File: src/inc/uip_pkg.sv
// Package of register map, fields, codes and reset values for the interrupt prioritizer
package uip_pkg;

  // Register byte offsets on the bus
  localparam logic [3:0] OFS_DATA   = 4'h0;
  localparam logic [3:0] OFS_ENABLE = 4'h4;
  localparam logic [3:0] OFS_IDENT  = 4'h8;
  localparam logic [3:0] OFS_LSTAT  = 4'hC;

  // Reset values
  localparam logic [7:0] IER_RST    = 8'h00;
  localparam logic [7:0] BYTE_ZERO  = 8'h00;

  // Enable register bit positions
  localparam int IE_RXDATA = 0;
  localparam int IE_THR    = 1;
  localparam int IE_LINE   = 2;
  localparam int IE_MODEM  = 3;
  localparam int IE_SLEEP  = 4;
  localparam int IE_XOFF   = 5;
  localparam int IE_RTS    = 6;
  localparam int IE_CTS    = 7;

  // Identification codes in bits 5..0; bit 0 high means nothing pending
  localparam logic [5:0] IID_NONE = 6'h01;
  localparam logic [5:0] IID_LINE = 6'h06;
  localparam logic [5:0] IID_TOUT = 6'h0C;
  localparam logic [5:0] IID_RXD  = 6'h04;
  localparam logic [5:0] IID_THR  = 6'h02;
  localparam logic [5:0] IID_XOFF = 6'h10;
  localparam logic [5:0] IID_FLOW = 6'h20;

  // Line status bit positions
  localparam int LS_DAVAIL = 0;
  localparam int LS_OVR    = 1;
  localparam int LS_ERRTOP = 2;
  localparam int LS_THRE   = 5;
  localparam int LS_ERRSUM = 7;

  // Sticky flag indices
  localparam int SB_OVR  = 0;
  localparam int SB_TOUT = 1;
  localparam int SB_THR  = 2;
  localparam int SB_XOFF = 3;
  localparam int SB_RTS  = 4;
  localparam int SB_CTS  = 5;
  localparam int SB_N    = 6;

  // Enabled-pending vector indices, highest priority first
  localparam int PR_LINE = 0;
  localparam int PR_TOUT = 1;
  localparam int PR_RXD  = 2;
  localparam int PR_THR  = 3;
  localparam int PR_XOFF = 4;
  localparam int PR_FLOW = 5;
  localparam int PR_N    = 6;

  // Highest-priority pending type to identification code
  function automatic logic [5:0] ident_code(input logic [PR_N-1:0] p);
    logic [5:0] c;
    c = IID_NONE;
    if (p[PR_LINE]) begin
      c = IID_LINE;
    end else if (p[PR_TOUT]) begin
      c = IID_TOUT;
    end else if (p[PR_RXD]) begin
      c = IID_RXD;
    end else if (p[PR_THR]) begin
      c = IID_THR;
    end else if (p[PR_XOFF]) begin
      c = IID_XOFF;
    end else if (p[PR_FLOW]) begin
      c = IID_FLOW;
    end
    return c;
  endfunction

endpackage

File: src/inc/uip_sticky_if.sv
// Interface carrying set, clear and state of the sticky event flags
`timescale 1ns/100ps
interface uip_sticky_if #(
  parameter int N = 6
);
  logic [N-1:0] set;
  logic [N-1:0] clr;
  logic [N-1:0] q;
  modport ctl  (output set, output clr, input q);
  modport bank (input set, input clr, output q);
endinterface

File: src/rtl/uip_sticky.sv
// Bank of sticky event flags where a set beats a simultaneous clear
`timescale 1ns/100ps
module uip_sticky #(
  parameter int N = 6
) (
  input  wire logic clk_i,     // System clock
  input  wire logic rst_i,     // Synchronous reset, active high
  uip_sticky_if.bank sb        // Flag set, clear and state
);

  logic [N-1:0] flag_reg;
  logic [N-1:0] flag_next;

  // Set wins so an event landing on its clear cycle is kept
  always_comb begin
    flag_next = sb.set | (flag_reg & ~sb.clr);
  end

  // Flag register
  always_ff @(posedge clk_i) begin
    if (rst_i) begin
      flag_reg <= '0;
    end else begin
      flag_reg <= flag_next;
    end
  end

  assign sb.q = flag_reg;

endmodule

File: src/rtl/uip_top.sv
// Interrupt prioritizer for one UART channel with a Wishbone register slave
`timescale 1ns/100ps
// Operation
// Six interrupt types at fixed priority; only the highest pending one is reported.
// Each type has its own enable bit; the pin follows enabled sources only. Time-out and receive data share enable bit 0 here.
// Enable bits 0-3 and 5-7 all clear silences the interrupt pin.
// Ident register flags a pending interrupt and codes its type in bits 5..0.
// Level 1 on receive errors; error causes clear when read out, overrun on status read.
// Level 2 time-out on stale receive data, cleared by a receive holding read.
// Level 2 receive data on data ready or trigger level, cleared by holding read.
// Level 3 on empty transmit holding, cleared by ident read or holding write. The code raises it only while queues are disabled.
// Error summary flag stays set while any erroneous character remains queued.
// Level 5 flow-stop from stop character clears on matching resume character.
// Level 5 flow-stop from special character clears on a line status read.
// Level 6 on RTS or CTS going inactive high, cleared by ident read.
// Interrupt pin high while an enabled source pends, low once all cleared.
// Host reads ident then does that type's clearing action to see lower ones.
module uip_top
  import uip_pkg::*;
(
  input  wire logic        clk_i,         // System clock, 40 MHz
  input  wire logic        rst_i,         // Synchronous reset, active high
  input  wire logic        wb_cyc_i,      // Bus cycle
  input  wire logic        wb_stb_i,      // Bus strobe
  input  wire logic        wb_we_i,       // Write enable
  input  wire logic [3:0]  wb_adr_i,      // Byte address
  input  wire logic [3:0]  wb_sel_i,      // Byte lane selects
  input  wire logic [31:0] wb_dat_i,      // Write data
  output logic      [31:0] wb_dat_o,      // Read data
  output logic             wb_ack_o,      // Acknowledge
  input  wire logic [7:0]  rx_data_i,     // Character at receive queue head
  input  wire logic        rx_avail_i,    // Receive data available
  input  wire logic        rx_trig_i,     // Receive queue above trigger level
  input  wire logic        fifo_en_i,     // Queues enabled
  input  wire logic        rx_err_any_i,  // Error anywhere in receive queue
  input  wire logic [2:0]  rx_err_top_i,  // Break, framing, parity of head character
  input  wire logic        overrun_i,     // Overrun event pulse
  input  wire logic        rx_stale_i,    // Receive time-out event pulse
  input  wire logic        tx_empty_i,    // Transmit holding empty
  input  wire logic        xoff_det_i,    // Flow-stop character seen, pulse
  input  wire logic        xon_det_i,     // Flow-resume character seen, pulse
  input  wire logic        special_det_i, // Special character seen, pulse
  input  wire logic        rts_n_i,       // RTS pin level, active low
  input  wire logic        cts_n_i,       // CTS pin level, active low
  output logic             irq_o,         // Interrupt output, active high
  output logic             rx_read_o,     // Pulse: receive holding read
  output logic             tx_write_o,    // Pulse: transmit holding write
  output logic      [7:0]  tx_data_o      // Transmit character
);

  // Address decode shared by reads and writes
  function automatic logic hit(input logic [3:0] a, input logic [3:0] ofs);
    return (a[3:2] == ofs[3:2]);
  endfunction

  uip_sticky_if #(.N(SB_N)) sb ();

  uip_sticky #(
    .N (SB_N)
  ) u_sticky (
    .clk_i (clk_i),
    .rst_i (rst_i),
    .sb    (sb.bank)
  );

  logic        ack_reg;
  logic        ack_next;
  logic [31:0] dat_reg;
  logic [31:0] dat_next;
  logic [7:0]  ier_reg;
  logic [7:0]  ier_next;
  logic        irq_reg;
  logic        irq_next;
  logic        rxrd_reg;
  logic        rxrd_next;
  logic        txwr_reg;
  logic        txwr_next;
  logic [7:0]  txd_reg;
  logic [7:0]  txd_next;
  logic        xspec_reg;
  logic        xspec_next;
  logic        txe_prev_reg;
  logic        rts_prev_reg;
  logic        cts_prev_reg;

  logic            acc;
  logic            rd_data;
  logic            rd_ident;
  logic            rd_lstat;
  logic            wr_data;
  logic [PR_N-1:0] pend;
  logic [5:0]      code;
  logic [7:0]      lstat;

  // A request is served once, in the cycle before the ack flop rises
  assign acc      = wb_cyc_i & wb_stb_i & ~ack_reg;
  assign rd_data  = acc & ~wb_we_i & hit(wb_adr_i, OFS_DATA);
  assign rd_ident = acc & ~wb_we_i & hit(wb_adr_i, OFS_IDENT);
  assign rd_lstat = acc & ~wb_we_i & hit(wb_adr_i, OFS_LSTAT);
  assign wr_data  = acc & wb_we_i & wb_sel_i[0] & hit(wb_adr_i, OFS_DATA);

  // Enabled pending sources; the error summary level drives level 1
  always_comb begin
    pend          = '0;
    pend[PR_LINE] = ier_reg[IE_LINE] & (rx_err_any_i | sb.q[SB_OVR]);
    pend[PR_TOUT] = ier_reg[IE_RXDATA] & sb.q[SB_TOUT];
    pend[PR_RXD]  = ier_reg[IE_RXDATA] & (fifo_en_i ? rx_trig_i : rx_avail_i);
    pend[PR_THR]  = ier_reg[IE_THR] & sb.q[SB_THR];
    pend[PR_XOFF] = ier_reg[IE_XOFF] & sb.q[SB_XOFF];
    pend[PR_FLOW] = (ier_reg[IE_RTS] & sb.q[SB_RTS])
                  | (ier_reg[IE_CTS] & sb.q[SB_CTS]);
  end

  // Only the winner is coded; lower types wait for its clear
  assign code = ident_code(pend);

  // Line status as seen by software
  always_comb begin
    lstat                       = BYTE_ZERO;
    lstat[LS_DAVAIL]            = rx_avail_i;
    lstat[LS_OVR]               = sb.q[SB_OVR];
    lstat[LS_ERRTOP +: 3]       = rx_err_top_i;
    lstat[LS_THRE]              = tx_empty_i;
    lstat[LS_ERRSUM]            = rx_err_any_i;
  end

  // Event sets: a new event always beats its clear in the flag bank
  always_comb begin
    sb.set          = '0;
    sb.set[SB_OVR]  = overrun_i;
    sb.set[SB_TOUT] = rx_stale_i;
    sb.set[SB_THR]  = ~fifo_en_i & tx_empty_i & ~txe_prev_reg;
    sb.set[SB_XOFF] = xoff_det_i | special_det_i;
    sb.set[SB_RTS]  = rts_n_i & ~rts_prev_reg;
    sb.set[SB_CTS]  = cts_n_i & ~cts_prev_reg;
  end

  // Clearing actions; ident read clears only the type it reported
  always_comb begin
    sb.clr          = '0;
    sb.clr[SB_OVR]  = rd_lstat;
    sb.clr[SB_TOUT] = rd_data;
    sb.clr[SB_THR]  = wr_data | (rd_ident & (code == IID_THR));
    sb.clr[SB_XOFF] = xspec_reg ? rd_lstat : xon_det_i;
    sb.clr[SB_RTS]  = rd_ident & (code == IID_FLOW);
    sb.clr[SB_CTS]  = rd_ident & (code == IID_FLOW);
  end

  // Cause of the flow-stop flag; the latest detection decides, and a stop character wins over a special character in the same cycle
  always_comb begin
    xspec_next = xspec_reg;
    if (xoff_det_i) begin
      xspec_next = 1'b0;
    end else if (special_det_i) begin
      xspec_next = 1'b1;
    end
  end

  // Bus slave next state; reads outside data, enable and ident give line status, other writes are dropped
  always_comb begin
    ack_next  = acc;
    dat_next  = '0;
    ier_next  = ier_reg;
    rxrd_next = rd_data;
    txwr_next = wr_data;
    txd_next  = txd_reg;
    if (acc && wb_we_i && wb_sel_i[0]) begin
      if (hit(wb_adr_i, OFS_ENABLE)) begin
        ier_next = wb_dat_i[7:0];
      end
      if (hit(wb_adr_i, OFS_DATA)) begin
        txd_next = wb_dat_i[7:0];
      end
    end
    if (acc && !wb_we_i) begin
      if (hit(wb_adr_i, OFS_DATA)) begin
        dat_next[7:0] = rx_data_i;
      end else if (hit(wb_adr_i, OFS_ENABLE)) begin
        dat_next[7:0] = ier_reg;
      end else if (hit(wb_adr_i, OFS_IDENT)) begin
        dat_next[5:0] = code;
      end else begin
        dat_next[7:0] = lstat;
      end
    end
  end

  // Interrupt pin; a cleared enable set can never pass a source
  always_comb begin
    irq_next = |pend;
  end

  // Bus and pin registers
  always_ff @(posedge clk_i) begin
    if (rst_i) begin
      ack_reg   <= 1'b0;
      dat_reg   <= '0;
      ier_reg   <= IER_RST;
      irq_reg   <= 1'b0;
      rxrd_reg  <= 1'b0;
      txwr_reg  <= 1'b0;
      txd_reg   <= BYTE_ZERO;
      xspec_reg <= 1'b0;
    end else begin
      ack_reg   <= ack_next;
      dat_reg   <= dat_next;
      ier_reg   <= ier_next;
      irq_reg   <= irq_next;
      rxrd_reg  <= rxrd_next;
      txwr_reg  <= txwr_next;
      txd_reg   <= txd_next;
      xspec_reg <= xspec_next;
    end
  end

  // Edge history; modem pins reset inactive so reset release is not an edge for them, but transmit empty history resets low so its release is one
  always_ff @(posedge clk_i) begin
    if (rst_i) begin
      txe_prev_reg <= 1'b0;
      rts_prev_reg <= 1'b1;
      cts_prev_reg <= 1'b1;
    end else begin
      txe_prev_reg <= tx_empty_i;
      rts_prev_reg <= rts_n_i;
      cts_prev_reg <= cts_n_i;
    end
  end

  assign wb_ack_o   = ack_reg;
  assign wb_dat_o   = dat_reg;
  assign irq_o      = irq_reg;
  assign rx_read_o  = rxrd_reg;
  assign tx_write_o = txwr_reg;
  assign tx_data_o  = txd_reg;

  // Pin follows an enabled pending source within one cycle
  chk_irq_follows: assert property (
    @(posedge clk_i) disable iff (rst_i)
    (|pend) [*2] |-> irq_o)
    else $error("irq not raised for pending source");

  // Pin falls once nothing enabled pends
  chk_irq_drops: assert property (
    @(posedge clk_i) disable iff (rst_i)
    !(|pend) [*2] |-> !irq_o)
    else $error("irq stuck after sources cleared");

  // No enables means a silent pin
  chk_all_off: assert property (
    @(posedge clk_i) disable iff (rst_i)
    (ier_reg[3:0] == 4'h0 && ier_reg[7:5] == 3'h0) [*2] |-> !irq_o)
    else $error("irq while interrupt system disabled");

  // Queued error wins the ident read
  chk_line_top: assert property (
    @(posedge clk_i) disable iff (rst_i)
    rd_ident && rx_err_any_i && ier_reg[IE_LINE] |=> wb_ack_o && wb_dat_o[5:0] == IID_LINE)
    else $error("line status not reported first");

  // Receive data ranks above transmit empty
  chk_rx_prio: assert property (
    @(posedge clk_i) disable iff (rst_i)
    rd_ident && pend[PR_RXD] && !pend[PR_LINE] && !pend[PR_TOUT]
    |=> wb_dat_o[5:0] == IID_RXD)
    else $error("receive data code wrong");

  // Idle ident shows nothing pending
  chk_ident_none: assert property (
    @(posedge clk_i) disable iff (rst_i)
    rd_ident && !(|pend) |=> wb_dat_o[0] && wb_dat_o[5:1] == 5'h00)
    else $error("ident not idle with nothing pending");

  // Time-out cleared by a holding read
  chk_tout_clear: assert property (
    @(posedge clk_i) disable iff (rst_i)
    rd_data && !rx_stale_i |=> !sb.q[SB_TOUT] ##1 rx_read_o == 1'b0)
    else $error("time-out not cleared by holding read");

  // Holding write ends the transmit interrupt
  chk_thr_clear: assert property (
    @(posedge clk_i) disable iff (rst_i)
    wr_data && !sb.set[SB_THR] |=> !sb.q[SB_THR] && tx_write_o)
    else $error("transmit interrupt not cleared by write");

  // Overrun cleared by a status read
  chk_ovr_clear: assert property (
    @(posedge clk_i) disable iff (rst_i)
    rd_lstat && !overrun_i |=> !sb.q[SB_OVR])
    else $error("overrun not cleared by status read");

  // Flow-stop from stop character ends on resume character
  chk_xoff_flow: assert property (
    @(posedge clk_i) disable iff (rst_i)
    sb.q[SB_XOFF] && !xspec_reg && xon_det_i && !sb.set[SB_XOFF] |=> !sb.q[SB_XOFF])
    else $error("flow-stop not cleared by resume");

  // Flow-stop from special character ends on status read
  chk_xoff_spec: assert property (
    @(posedge clk_i) disable iff (rst_i)
    sb.q[SB_XOFF] && xspec_reg && rd_lstat && !sb.set[SB_XOFF] |=> !sb.q[SB_XOFF])
    else $error("special flow-stop not cleared by status read");

  // CTS going inactive raises its flag next cycle
  chk_cts_rise: assert property (
    @(posedge clk_i) disable iff (rst_i)
    cts_n_i && !cts_prev_reg |=> sb.q[SB_CTS])
    else $error("cts change not flagged");

  // Error summary alone drives level 1 while enabled
  chk_err_level: assert property (
    @(posedge clk_i) disable iff (rst_i)
    (rx_err_any_i && ier_reg[IE_LINE]) [*2] |-> irq_o)
    else $error("error summary not driving interrupt");

endmodule

File: config.mk
export PLATFORM = sky130hd
export DESIGN_NAME = uip_top
export DESIGN_NICKNAME = d
export VERILOG_FILES = /design/src/inc/uip_pkg.sv /design/src/inc/uip_sticky_if.sv /design/src/rtl/uip_sticky.sv /design/src/rtl/uip_top.sv
export SDC_FILE = /design/constraint.sdc
export NUM_CORES = 1
export LEC_CHECK = 0
export ABC_AREA = 1
export BUFFER_PORTS_ARGS = -buffer_cell sky130_fd_sc_hd__buf_2
export CAP_MARGIN = 20
export CORE_MARGIN = 2
export CORE_UTILIZATION = 40
export DETAILED_ROUTE_END_ITERATION = 7
export PLACE_DENSITY = 0.79
export SYNTH_ARGS = -nofsm -noshare
export SYNTH_HDL_FRONTEND = slang
export SYNTH_HIERARCHICAL = 1
export SYNTH_SLANG_ARGS = --single-unit
export TNS_END_PERCENT = 1
File: constraint.sdc
create_clock -name clk_i -period 1.5 [get_ports clk_i]
set_input_delay 0.225 -clock clk_i [delete_from_list [all_inputs] [get_ports clk_i]]
set_output_delay 0.225 -clock clk_i [all_outputs]
set_load 0.05 [all_outputs]
## After elaboration in Yosys (flattened, before gate mapping)

Cells that the tools add are included.

- Equality and inequality tests: 5
- Multiplexer cells: 12
- Bitwise operators: 36
- Reduce and logical (&&, ||, !) cells: 10

Operators with widths:

| cell | number |
|---|---|
| 6-bit 2-to-1 mux | 7 |
| 1-bit AND | 22 |
| 8-bit 2-to-1 mux | 2 |
| 1-bit inverter | 7 |
| 6-bit AND | 1 |
| 6-bit by 2-bit equality test with 1-bit output, second input constant | 1 |
| 6-bit equality test, second input constant | 1 |
| 6-bit inverter | 1 |
| 6-bit bitwise OR | 1 |
| 6-bit OR reduction | 1 |
| 2-bit equality test, second input constant | 2 |
| 1-bit bitwise OR | 4 |
| 2-bit AND reduction | 2 |
| 2-bit OR reduction | 2 |
| 1-bit logical AND | 3 |
| 2-bit by 1-bit equality test with 1-bit output, second input constant | 1 |
| 2-bit logical NOT | 1 |
| 1-bit 2-to-1 mux | 2 |
| 2-bit 2-to-1 mux | 1 |
| 1-bit logical NOT | 1 |

- Flip-flop bits (word level): 62
- Input port bits: 68
- Output and inout port bits: 44
- Word-level logic and storage cells: 76

## Longest topological paths before layout

Gate-level depths: netlist (run 1).

- Depth in word-level cells: 14
- Gate-level depth with buffers: 10

## By module

The synthesis (run 1) kept the hierarchy.

Modules (own cells, without submodules):

| module | times used | cells each | area each (um^2) | sequential area each (um^2) |
|---|---|---|---|---|
| uip_top | 1 | 220 | 1606.5 | 640.6 |
| uip_sticky | 1 | 30 | 217.7 | 120.1 |

## Least setup slack after synthesis (run 1)

No wires, ideal clock.

- Path type: reg-to-reg
- Start: reg ack_reg (netlist: wb_ack_o)
- End: reg u_sticky.flag_reg[3] (netlist: u_sticky/sb.q[3])
- Library setup time: 0.070 ns
- Arrival time: 1.372 ns
- Required time: 1.430 ns
- Setup slack: 0.058 ns
- Cell stages (with the launch flop): 8
- Path buffers: 0
- Clock period less this slack: 1.442 ns
- Path through: dfxtp_1 -> nor2_4 -> nand2_2 -> nor2_1 -> mux2_2 -> inv_1 -> nand2_1 -> a21oi_1

- Longest elaborated chain between the ends: 8

RTL lines:

| item | line | text |
|---|---|---|
| from (decl) | uip_top.sv:66 | `logic ack_reg;` |
| from (signal assigned) | uip_top.sv:205 | `ack_reg <= ack_next;` |
| 1-bit inverter | uip_top.sv:96 | `assign acc = wb_cyc_i & wb_stb_i & ~ack_reg;` |
| 1-bit AND | uip_top.sv:96 |  |
| 1-bit AND (2 in a row) | uip_top.sv:99 | `assign rd_lstat = acc & ~wb_we_i & hit(wb_adr_i, OFS_LSTAT);` |
| named net rd_lstat | uip_top.sv:89 | `logic rd_lstat;` |
| 1-bit 2-to-1 mux | uip_top.sv:144 | `sb.clr[SB_XOFF] = xspec_reg ? rd_lstat : xon_det_i;` |
| named net sb.clr[3] | uip_sticky_if.sv:7 | `logic [N-1:0] clr;` |
| 6-bit inverter | uip_sticky.sv:16 | `flag_next = sb.set \| (flag_reg & ~sb.clr);` |
| 6-bit AND | uip_sticky.sv:16 |  |
| 6-bit bitwise OR | uip_sticky.sv:16 |  |
| to (signal assigned) | uip_sticky.sv:24 | `flag_reg <= flag_next;` |
| to (decl) | uip_sticky.sv:11 | `logic [N-1:0] flag_reg;` |

The timed path passes the listed nets, and every way through them passes these cells.
A chain may end at the register's enable or synchronous reset.

## Worst setup path in the final report (run 1)

- Start: reg u_sticky.flag_reg[0] (netlist: u_sticky/sb.q[0])
- End: reg u_sticky.flag_reg[5] (netlist: u_sticky/sb.q[5])

- Longest elaborated chain between the ends: 8

RTL lines:

| item | line | text |
|---|---|---|
| 1-bit bitwise OR | uip_top.sv:105 | `pend[PR_LINE] = ier_reg[IE_LINE] & (rx_err_any_i \| sb.q[SB_OVR]);` |
| 1-bit AND | uip_top.sv:105 |  |
| 6-bit 2-to-1 mux | uip_pkg.sv:62 | `if (p[PR_LINE]) begin` |
| 6-bit equality test | - |  |
| 1-bit AND | - |  |
| named net sb.clr[4] | uip_sticky_if.sv:7 |  |
| 6-bit inverter | uip_sticky.sv:16 |  |
| 6-bit AND | uip_sticky.sv:16 |  |
| 6-bit bitwise OR | uip_sticky.sv:16 |  |

The timed path passes the listed nets, and every way through them passes these cells.

==> results of run 1 <==
## metrics by stage
stage	std cells	hold WS, ps	total power [W]
detailed placement	359	413	0.00142
global placement	359	404	0.00142
global route	367	116	0.00233
floorplan	273	294	0.00137
finish	367	116	0.00224
CTS	367	108	0.00226
## worst max-delay path, cell delays in order (launching register included)
cell	delay [ps]
sky130_fd_sc_hd__dfxtp_1	350
sky130_fd_sc_hd__o21ai_4	190
sky130_fd_sc_hd__nand2_1	90
sky130_fd_sc_hd__nor2_1	160
sky130_fd_sc_hd__nand3_1	110
sky130_fd_sc_hd__nor2_1	150
sky130_fd_sc_hd__inv_1	60
sky130_fd_sc_hd__nand2_1	50
sky130_fd_sc_hd__a21oi_1	50
## per-layer routing
metal	up-vias	global-route usage, %
li1	860	-
met1	710	19.9
met2	48	27.3
met3	0	5.49
met4	0	4.40
met5	-	0
## synth_stat cells, drive strengths merged
| cell | number |
|---|---|
| a21oi | 30 |
| a31oi | 2 |
| buf | 26 |
| clkbuf | 1 |
| conb | 1 |
| dfxtp | 38 |
| inv | 48 |
| mux2 | 1 |
| nand2 | 42 |
| nand3 | 9 |
| nand3b | 2 |
| nor2 | 18 |
| nor3 | 3 |
| o21ai | 27 |
| o31ai | 1 |
| or2 | 1 |
## final cells by class
| class | count | area, sq um | area share [%] |
|---|---|---|---|
| Clock buffer | 7 | 76.3 | 3.47 |
| Clock inverter | 1 | 30.0 | 1.36 |
| Inverter | 48 | 180 | 8.18 |
| Multi-Input combinational cell | 160 | 777 | 35.3 |
| Sequential cell | 38 | 761 | 34.5 |
| Tap cell | 52 | 65.1 | 2.95 |
| Timing Repair Buffer | 61 | 313 | 14.2 |
## logic make-up (layout without fill, tap and decap cells)
| family | Yosys count | in the layout | share of synthesized area, % |
|---|---|---|---|
| DFF | 38 | 38 | 41.7 |
| muxes | 1 | 1 | 0.617 |
| other | 1 | 24 | 0.206 |
| and+or+nand+nor | 75 | 75 | 19.3 |
| buffers and inverters | 75 | 117 | 20.9 |
| AOI/OAI and AO/OA | 60 | 60 | 17.4 |
## power by group
part | switching (W) | internal, W | total, W
logic | 0.000269 | 0.0000845 | 0.000354
registers | 0.0000150 | 0.00103 | 0.00105
clock network | 0.000334 | 0.000497 | 0.000832
total | 0.000619 | 0.00162 | 0.00224
## worst paths after layout
path	start	to	slack (ps)	depth (start not counted)
worst max register to register	u_sticky/sb.q[0]$_SDFF_PP0_	u_sticky/sb.q[5]$_SDFF_PP0_	190	8
worst min register to register	tx_data_o[1]$_SDFFE_PP0P_	tx_data_o[1]$_SDFFE_PP0P_	450	2
worst min-delay path	xoff_det_i	xspec_reg$_SDFFE_PP0P_	120	2
worst max-delay path	u_sticky/sb.q[0]$_SDFF_PP0_	u_sticky/sb.q[5]$_SDFF_PP0_	190	8
## cell usage in the layout, fill, tap and decap left out
master | netlist | layout
sky130_fd_sc_hd__a21oi_1 | 30 | 30
sky130_fd_sc_hd__a31oi_1 | 2 | 2
sky130_fd_sc_hd__buf_2 | 1 | 58
sky130_fd_sc_hd__buf_4 | 24 | 3
sky130_fd_sc_hd__bufinv_16 | 0 | 1
sky130_fd_sc_hd__clkbuf_1 | 1 | 2
sky130_fd_sc_hd__clkbuf_8 | 0 | 5
sky130_fd_sc_hd__conb_1 | 1 | 24
sky130_fd_sc_hd__dfxtp_1 | 38 | 38
sky130_fd_sc_hd__inv_1 | 46 | 46
sky130_fd_sc_hd__inv_2 | 2 | 2
sky130_fd_sc_hd__mux2_2 | 1 | 1
sky130_fd_sc_hd__nand2_1 | 41 | 41
sky130_fd_sc_hd__nand2_2 | 1 | 1
sky130_fd_sc_hd__nand3_1 | 7 | 7
sky130_fd_sc_hd__nand3_2 | 1 | 1
sky130_fd_sc_hd__nand3_4 | 1 | 1
sky130_fd_sc_hd__nand3b_1 | 2 | 2
sky130_fd_sc_hd__nor2_1 | 14 | 14
sky130_fd_sc_hd__nor2_2 | 1 | 1
sky130_fd_sc_hd__nor2_4 | 3 | 3
sky130_fd_sc_hd__nor3_1 | 3 | 3
sky130_fd_sc_hd__o21ai_0 | 22 | 22
sky130_fd_sc_hd__o21ai_1 | 2 | 2
sky130_fd_sc_hd__o21ai_2 | 3 | 2
sky130_fd_sc_hd__o21ai_4 | 0 | 1
sky130_fd_sc_hd__o31ai_1 | 1 | 1
sky130_fd_sc_hd__or2_2 | 1 | 1
==> results.txt, run 1 <==
Post-CTS timing repair inserted 0 buffers for setup. The tools report the via count of the first global-routing pass as 1422. The flow ran to the end, and the final reports show no timing, DRC or antenna violations.

Setup repair after global routing left no endpoint under its margin. The later pin in the worst-skew pair is clocked with a latency of 280 ps. The tree is rooted in a sky130_fd_sc_hd__clkbuf_8.

The number of port buffers came out at 58. The worst setup path is captured at a flip-flop. Across the routed clock network, the largest skew measured is 6.63 ps.

In this run the deepest clock path goes through 2 buffers. The synthesized design contains 38 register bits. The post-route antenna net violation count was 0.

VDD sags by at most 0.000486 V. The worst-case setup slack after placement is 91.1 ps, and the final count of pins violating max slew is 0. The smallest clock period supported by the final layout is computed as 1310 ps. The tool flagged a number of max-cap violations equal to 0.

The worst setup path is launched from a flip-flop. The logs give 41.6% for the starting density of the core and 0 for the total DRC errors in the routed layout. The run gives 188 ps as the worst setup slack after layout. The H-tree depth reported by CTS was 2. The run gives 0 ps as the aggregate negative setup slack. The pin count of the biggest net entering global routing was 20; the area share of the largest cell type after synthesis was 41.7%.

In the global route stage, overall resource usage came out at 16.2%. After filler insertion, the fill cell instance count of the layout stands at 468. After detailed routing, the average wire length per cell comes to 10.9 microns.

The wire length on met3 is 244 microns. The mapped netlist covers 1820 sq um. For this run, the number of Yosys warnings is 6.

Summed over all nets, wire length on met2 after detailed routing comes to 1960 microns. The floorplan die height works out to 71.5 microns. For this run, the register share of the synthesized area comes to 41.7%. The number of antenna diodes in the final layout is 0. Number of endpoints failing setup at the final stage: 0. sky130_fd_sc_hd__dfxtp_1 takes more of the synthesized area than any other cell.

The first-pass iteration count of the detailed router came out at 4. The number of rows created at floorplan was 24. The first global-routing pass estimated 6320 microns of wire. The run gives 0 as the initial antenna violation count. The logs give 1490 ps for the arrival time of the worst setup path and 38 for the total clock sinks.

After detailed routing, the wire length on met1 is 1810 microns. After technology mapping, the gate count stands at 250. The worst-path maximum fanout was 5. The static leakage is 1.09 nW, and the actual transition at the worst max-transition pin is 532 ps. At the worst endpoint, the required time is 1670 ps.

The number of different library cells used by synthesis comes to 26. Summed over all nets, the half-perimeter wirelength after detailed placement is 3200 microns. The number of hold buffers added after CTS was 0. The path type of the worst min-delay path was in -> reg. The number of clock buffers added by TritonCTS is 5. Share of layout cells above drive strength 1: 25.7%. The die boundary width is 71.5 microns.

The floorplan step defined a core boundary enclosing 4380 sq um. Static timing analysis puts the maximum clock frequency at 762 MHz. For this run the aggregate overflow at the end of global routing stands at 0. Cells fill 50.2% of the core in the end. The final layout contains 382 nets. Routability-driven placement finished with a final weighted congestion of 0.854.

For this block, the routed nets add up to 4020 microns of wire. The areal power density over the cells is 1020 nW/um^2. Sorting the synthesized cells by area gives the leading types as sky130_fd_sc_hd__dfxtp_1 42%, sky130_fd_sc_hd__buf_4 9.9%, sky130_fd_sc_hd__inv_1 9.5%. After clock tree synthesis, the clock-pin slew on the worst setup and hold paths is 70 ps. For the final instance area, the log shows 2200 sq um. For the area of the die, the log shows 5120 sq um.

The final-report hold violation count was 0; the initial detailed-routing violation count was 78. The logs give 2090 sq um for the area of placed instances and 64.5% for the worst relative slew slack. The average via count per standard cell works out to 4.41.

In this run the mean area of a mapped cell was 7.30 sq um. The worst path uses 87.5% of the clock period. From synthesis to final layout, the design area changed by 20.7%.

TritonCTS built the clock tree. Start-to-end type of the worst setup path: reg -> reg. The top routing layer in use was met3.

Summing over every cut layer, the via total after detailed routing is 1618. For this design the top-level I/O count stands at 112. The post-cts sizing count is 0.
(Power assumes the default switching activity.)
==> inputs of run 2 (changes only) <==
--- a/config.mk
+++ b/config.mk
@@ -9,9 +9,9 @@
 export BUFFER_PORTS_ARGS = -buffer_cell sky130_fd_sc_hd__buf_2
 export CAP_MARGIN = 20
 export CORE_MARGIN = 2
-export CORE_UTILIZATION = 40
+export CORE_UTILIZATION = 39
 export DETAILED_ROUTE_END_ITERATION = 7
-export PLACE_DENSITY = 0.79
+export PLACE_DENSITY = 0.81
 export SYNTH_ARGS = -nofsm -noshare
 export SYNTH_HDL_FRONTEND = slang
 export SYNTH_HIERARCHICAL = 1
==> constraint.sdc (replaced) <==
create_clock -name clk_i -period 1.05 [get_ports clk_i]
set_input_delay 0.1575 -clock clk_i [delete_from_list [all_inputs] [get_ports clk_i]]
set_output_delay 0.1575 -clock clk_i [all_outputs]
set_load 0.05 [all_outputs]
==> results.txt, run 2 (same netlist as run 1, synthesis figures left out) <==
The run finished, with violations left. The final reports fail on negative setup slack. The number of port buffers was 58. The library cell used most frequently in the layout, excluding fill and tap cells, is sky130_fd_sc_hd__buf_2. The total clock sinks is 38, and the initial antenna violation count is 0. The worst hold path belongs to the class in -> reg. The register cell area after layout came out at 767 sq um. Setup repair after global routing could not meet its margin everywhere. The logs give 0.000671 V for the maximum resistive drop on vdd and 1618 for the via count of the first global-routing pass. Summing over every cut layer, the via total after detailed routing is 1775. Dividing total power by cell area gives a power density of 1320 nW/um^2. Post-route minimum period: 1240 ps. The total area of multi-input combinational cells was 818 sq um. At the end of routability-driven placement, the weighted congestion stood at 0.867.

The detailed router finished its first iteration with 107 violations. On the final layout, the worst hold slack is 54.8 ps. The delay of the slowest cell on the worst path is 360 ps. The cell chosen for the clock root is sky130_fd_sc_hd__clkbuf_8. In the routed layout, each cell is associated on average with a via count of 4.52.

The tools report the endpoint class of the critical path as a flip-flop. The post-route antenna net violation count was 0; the top-level port count was 112. TritonCTS built the clock tree. The start-to-end type of the worst setup path is reg -> reg.

Relative to the synthesized area, the layout overhead comes to 37.8%. The starting density of the core is 41.0%. In this run the deepest clock path goes through 2 buffers. Static timing analysis puts the maximum clock frequency at 803 MHz. The run gives -195 ps as the worst setup slack after layout. The final count of pins violating max slew was 0; the critical path required time was 1220 ps. The tools report the area of the die as 5240 sq um.

The count of maximum capacitance violations is 0, and the number of rows created at floorplan is 24. The buffer count from post-CTS setup fixing is 0, and the floorplan die height is 72.4 microns. The total DRC errors in the routed layout was 0; the pin count of the biggest net entering global routing was 20.

The placed instance count is 386, and the portion of the clock cycle consumed by the worst path in the final layout is 119%. Leaving out fill and tap cells, the most frequent cells in the layout are 49 x sky130_fd_sc_hd__buf_2, 46 x sky130_fd_sc_hd__inv_1, 40 x sky130_fd_sc_hd__nand2_1. The H-tree was split into 2 levels. The cell that appears most often on the critical path is sky130_fd_sc_hd__inv_1. The family with the most delay on the worst path is simple AND/OR/NAND/NOR gates. The worst-path maximum fanout is 2, and the number of fill cells is 418. For the worst setup skew after layout, the log shows 4.90 ps. Traced cell by cell, the critical path runs through inv_1, o21ai_2, inv_1, nor2_1, nand3_2, nor2_2, inv_1, nand2_1, a21oi_1.

Setup violations remaining at the end of the flow were counted as 20. The worst-case setup slack after placement came out at -230 ps. The total core area came out at 4440 sq um. The wire-length estimate of the detail-placed layout is 3460 microns. At the end of the flow, the number of nets in the layout was 409. The number of buffers and inverters on the critical path is 3. Clock-pin slew was measured on the worst setup and hold paths at 70 ps.

The final layout contains routed wiring with a total length of 4410 microns. For the static leakage, the log shows 1.25 nW. The first detailed-routing pass ran for 6 iterations.

In the final layout, the share of cells above drive strength 1 is 35.8%. The slowest stage of the critical path belongs to the cell sky130_fd_sc_hd__dfxtp_1. The final-report hold violation count is 0, and the arrival time of the worst setup path is 1420 ps.

Global routing consumed, over all layers together, 16.9% of the routing resources. From left edge to right edge, the die measures 72.4 microns. The tools report the number of buffers added by the clock tree synthesis step as 5. The first global-routing pass estimated 6950 microns of wire. Excluding fillers, the count of instances in the completed layout stands at 393. For this run the aggregate overflow at the end of global routing stands at 0. The run gives 0 as the total inserted antenna cells. STA classifies the critical path startpoint as a flip-flop.

In the final routed layout, each cell accounts on average for 11.2 microns. The clock latency at the later pin of the worst-skew pair is 280 ps, and the total power consumption of the routed design is 0.00332 W.
==> run 2: cell count changes in the layout (fill, tap and decap cells not counted), moves of 3 or more <==
cell / before / now
sky130_fd_sc_hd__nand3_2: 1 / 4
sky130_fd_sc_hd__dfxtp_1: 38 / 35
sky130_fd_sc_hd__nor2_1: 14 / 11
sky130_fd_sc_hd__buf_4: 3 / 29
sky130_fd_sc_hd__clkbuf_4: 0 / 7
sky130_fd_sc_hd__o21ai_1: 2 / 16
sky130_fd_sc_hd__nand3_1: 7 / 4
sky130_fd_sc_hd__o21ai_0: 22 / 7
sky130_fd_sc_hd__buf_2: 58 / 49
==> run 2: per-stage QoR <==
stage               TNS [ps]  util, %  area (sq um)
floorplan               -574        -          1920
global placement       -1540     52.3          2320
detailed placement     -2340     52.3          2320
CTS                    -1360     55.4          2460
global route           -3680     56.6          2510
finish                 -1220     56.6          2510
==> run 2: worst min-delay path: cells and delay by family <==
kind                   cells  cell delay [ps]
and+or+nand+nor            1               40
buffers and inverters      2              120
==> run 2: report_power, final <==
part           internal [W]  switching, W  total (W)
sequential          0.00148     0.0000196    0.00150
combinational      0.000177      0.000411   0.000589
clock              0.000760      0.000479    0.00124
total               0.00241      0.000910    0.00332
==> run 2: path summary, 6_finish.rpt <==
kind,start,endpoint,slack [ps],cells after the start
setup / recovery,u_sticky/sb.q[4]$_SDFF_PP0_,u_sticky/sb.q[4]$_SDFF_PP0_,-190,9
hold / removal,cts_n_i,cts_prev_reg$_SDFF_PP1_,50,3
setup reg to reg,u_sticky/sb.q[4]$_SDFF_PP0_,u_sticky/sb.q[4]$_SDFF_PP0_,-190,9
hold reg to reg,tx_data_o[6]$_SDFFE_PP0P_,tx_data_o[6]$_SDFFE_PP0P_,440,2
==> run 2: area by class of cell <==
class	instances	area share (%)
clock inverter	1	1.19
tap	52	2.59
multi-input combinational	160	32.6
clock buffer	6	3.29
sequential	38	30.5
inverter	48	7.17
timing repair buffer	88	22.7
==> run 2: what timing repair did <==
item,in CTS,in global routing
cloned,0,0
pin swaps,1,1
hold buffers,0,0
setup endpoints to repair,30,40
gates resized for setup,22,18
==> run 2: routing by layer <==
layer / track usage (%) / up-vias / wire length (microns)
li1: - / 913 / -
met1: 20.4 / 787 / 1790
met2: 30.1 / 67 / 2240
met3: 3.75 / 8 / 335
met4: 5.14 / 0 / 47
met5: 0 / - / 0
==> inputs of run 3 (changes only) <==
--- a/config.mk
+++ b/config.mk
@@ -6,12 +6,12 @@
 export NUM_CORES = 1
 export LEC_CHECK = 0
 export ABC_AREA = 1
-export BUFFER_PORTS_ARGS = -buffer_cell sky130_fd_sc_hd__buf_2
+export BUFFER_PORTS_ARGS = -buffer_cell sky130_fd_sc_hd__buf_4
 export CAP_MARGIN = 20
 export CORE_MARGIN = 2
-export CORE_UTILIZATION = 39
+export CORE_UTILIZATION = 40
 export DETAILED_ROUTE_END_ITERATION = 7
-export PLACE_DENSITY = 0.81
+export PLACE_DENSITY = 0.79
 export SYNTH_ARGS = -nofsm -noshare
 export SYNTH_HDL_FRONTEND = slang
 export SYNTH_HIERARCHICAL = 1
==> constraint.sdc (replaced) <==
create_clock -name clk_i -period 1.2 [get_ports clk_i]
set_input_delay 0.18 -clock clk_i [delete_from_list [all_inputs] [get_ports clk_i]]
set_output_delay 0.18 -clock clk_i [all_outputs]
set_load 0.05 [all_outputs]
==> results.txt, run 3 (same netlist as run 1, synthesis figures left out) <==
The number of stages on the worst hold path was 2. Global routing finished with a remaining overflow of 0. Setup repair after global routing could not meet its margin everywhere.

The worst setup path is launched from a flip-flop. The worst setup skew after layout was 3.13 ps; the portion of the clock cycle consumed by the worst path in the final layout was 100%. Across the run, the number of max-cap violations was 0.

Routability-driven placement finished with a final weighted congestion of 0.849. The die boundary width is 71.5 microns, and the total DRC errors in the routed layout is 0. The final count of pins violating max slew is 0. In this design, the largest share of critical-path delay is due to simple AND/OR/NAND/NOR gates. The via count of the first global-routing pass was 1619; the net switching fraction of the power was 28.1%. The cell chosen for the clock root was sky130_fd_sc_hd__clkbuf_8. The worst setup slack after layout was -3.24 ps; the cell-internal power was 0.00209 W. Post-route minimum period: 1200 ps. Of all nets on the critical path, the largest fanout is 3. The worst setup path is captured at a flip-flop. The area growth from synthesis to layout is 42.2%.

TritonCTS built the clock tree. The tools report the H-tree depth reported by CTS as 2. The final reports fail on negative setup slack. Number of endpoints failing setup at the final stage: 1.

In the routed layout, each cell is associated on average with a via count of 4.48. The run gives 36.6% as the clock share of power. The run gives 389 as the count of placed standard cells in the final layout, fillers left out. The delay of the slowest cell on the worst path is 330 ps.

The logs give 0 for the total inserted antenna cells and 0 for the final-report hold violation count. The number of port buffers was 58; the combinational share of power was 18.4%. The logs give 4380 sq um for the total core area and 379 for the placed instance count.

The placed wire-length estimate came out at 3570 microns. The tools report the all-layer global routing usage as 18.6%. The total wire length after detailed routing is 4520 microns, and the largest buffer count on any clock path is 2.

The first routing iteration left 124 violations. IR analysis of the VDD net gives a maximum drop of 0.000670 V. The share of total power dissipated in sequential elements is 45.0%.

Cells fill 59.2% of the core in the end. The origin of the worst min-delay path was xoff_det_i. Entering global routing, the biggest net connects 17 pins. The post-route antenna net violation count was 0.

The slowest stage of the critical path is the sky130_fd_sc_hd__dfxtp_2 cell. The total clock sinks was 38; the cell depth of the worst setup path was 8. 112 I/O pins were placed. Traced cell by cell, the critical path runs through o21ai_4, nand3_2, buf_4, nand3b_1, nand2_1, inv_1, nand2_1, a21oi_1. The first-pass GRT wire length came out at 7290 microns. After clock tree synthesis, the clock-pin slew on the worst setup and hold paths is 70 ps. The areal power density over the cells works out to 1120 nW/um^2.

The startpoint of the worst register-to-register path is u_sticky/sb.q[0]$_SDFF_PP0_. The number of buffers added by the clock tree synthesis step came out at 5. The starting density of the core is 41.6%. For the worst flop-to-flop path, the logic depth is 8. In this run the worst setup path begins at u_sticky/sb.q[0]$_SDFF_PP0_. The first TritonRoute pass finished after 6 iterations.

The run gives 24 as the number of rows created at floorplan. Initial antenna violation count: 0. Arrival time of the worst setup path: 1390 ps. The library cell used most frequently in the layout, excluding fill and tap cells, is sky130_fd_sc_hd__buf_4. Among the stages of the critical path, the cell type that occurs most often is sky130_fd_sc_hd__nand2_1. Clock latency on the worst-skew pair, taken at its later pin, is 290 ps. The run finished, with violations left. The path type of the worst min-delay path was in -> reg. The final net count is 404, and the buffering stage count on the worst path with inverters included is 2. The analysis attributes to net switching a power of 0.000817 W. The routed layout has 1742 vias. After detailed routing, the average wire length per cell comes to 11.6 microns. The static leakage was 1.26 nW. The die covers 5120 sq um. Cells with a size suffix above 1 make up 36.2% of the layout. The start-to-end type of the worst setup path was reg -> reg.

In the layout the commonest cells are 82 x sky130_fd_sc_hd__buf_4, 44 x sky130_fd_sc_hd__inv_1, 38 x sky130_fd_sc_hd__nand2_1. The floorplan step set the die height to 71.5 microns. STA puts the critical path data required time at 1390 ps. The maximum clock frequency was 831 MHz. Final hold analysis gives a worst-case slack of 52.8 ps.
==> run 3: repair_timing <==
| item | 4_1_cts | 5_1_grt |
|---|---|---|
| hold buffers | 0 | 0 |
| resized for setup | 10 | 20 |
| pin swaps | 6 | 6 |
| setup buffers | 0 | 2 |
| endpoints found under the setup margin | 4 | 26 |
==> run 3: path summary, 6_finish.rpt <==
path,endpoint,slack [ps]
max,u_sticky/sb.q[2]$_SDFF_PP0_,-3
min,xspec_reg$_SDFFE_PP0P_,50
max reg2reg,u_sticky/sb.q[2]$_SDFF_PP0_,-3
min reg2reg,tx_data_o[7]$_SDFFE_PP0P_,440
==> run 3: worst register-to-register path: stages (launching register included) <==
cell                       delay, ps
sky130_fd_sc_hd__dfxtp_2         330
sky130_fd_sc_hd__o21ai_4         160
sky130_fd_sc_hd__nand3_2         110
sky130_fd_sc_hd__buf_4           140
sky130_fd_sc_hd__nand3b_1        150
sky130_fd_sc_hd__nand2_1          60
sky130_fd_sc_hd__inv_1            30
sky130_fd_sc_hd__nand2_1          40
sky130_fd_sc_hd__a21oi_1          60
==> run 3: power by group through the flow <==
stage          logic, W  clock network (W)  registers, W
6_report       0.000536            0.00106       0.00131
2_1_floorplan  0.000344                  0       0.00137
3_5_place_dp   0.000519                  0       0.00134
4_1_cts        0.000525            0.00109       0.00131
3_3_place_gp   0.000516                  0       0.00134
5_1_grt        0.000578            0.00114       0.00131
==> run 3: layer usage <==
metal	wire, microns	GRT usage (%)	vias to the layer above
met5	0	0	-
met4	92	8.18	0
met3	340	4.78	10
met2	2280	31.6	63
met1	1810	22.2	764
li1	-	-	905
==> run 3: cell type report <==
| class | count | area, sq um |
|---|---|---|
| timing repair buffer | 83 | 636 |
| inverter | 48 | 180 |
| fill | 429 | 1790 |
| sequential | 38 | 767 |
| multi-input combinational | 160 | 841 |
| clock buffer | 7 | 76.3 |
| clock inverter | 1 | 30.0 |
| tap | 52 | 65.1 |
==> run 3: stage by stage <==
stage	setup slack [ps]	TNS [ps]	area (sq um)	power, W
detailed placement	-210	-427	2400	0.00186
finish	-3.24	-3.24	2590	0.00291
floorplan	-20.2	-40.4	1910	0.00171
global route	-103	-585	2590	0.00303
global placement	-195	-393	2400	0.00185
CTS	-34.5	-72.9	2540	0.00293
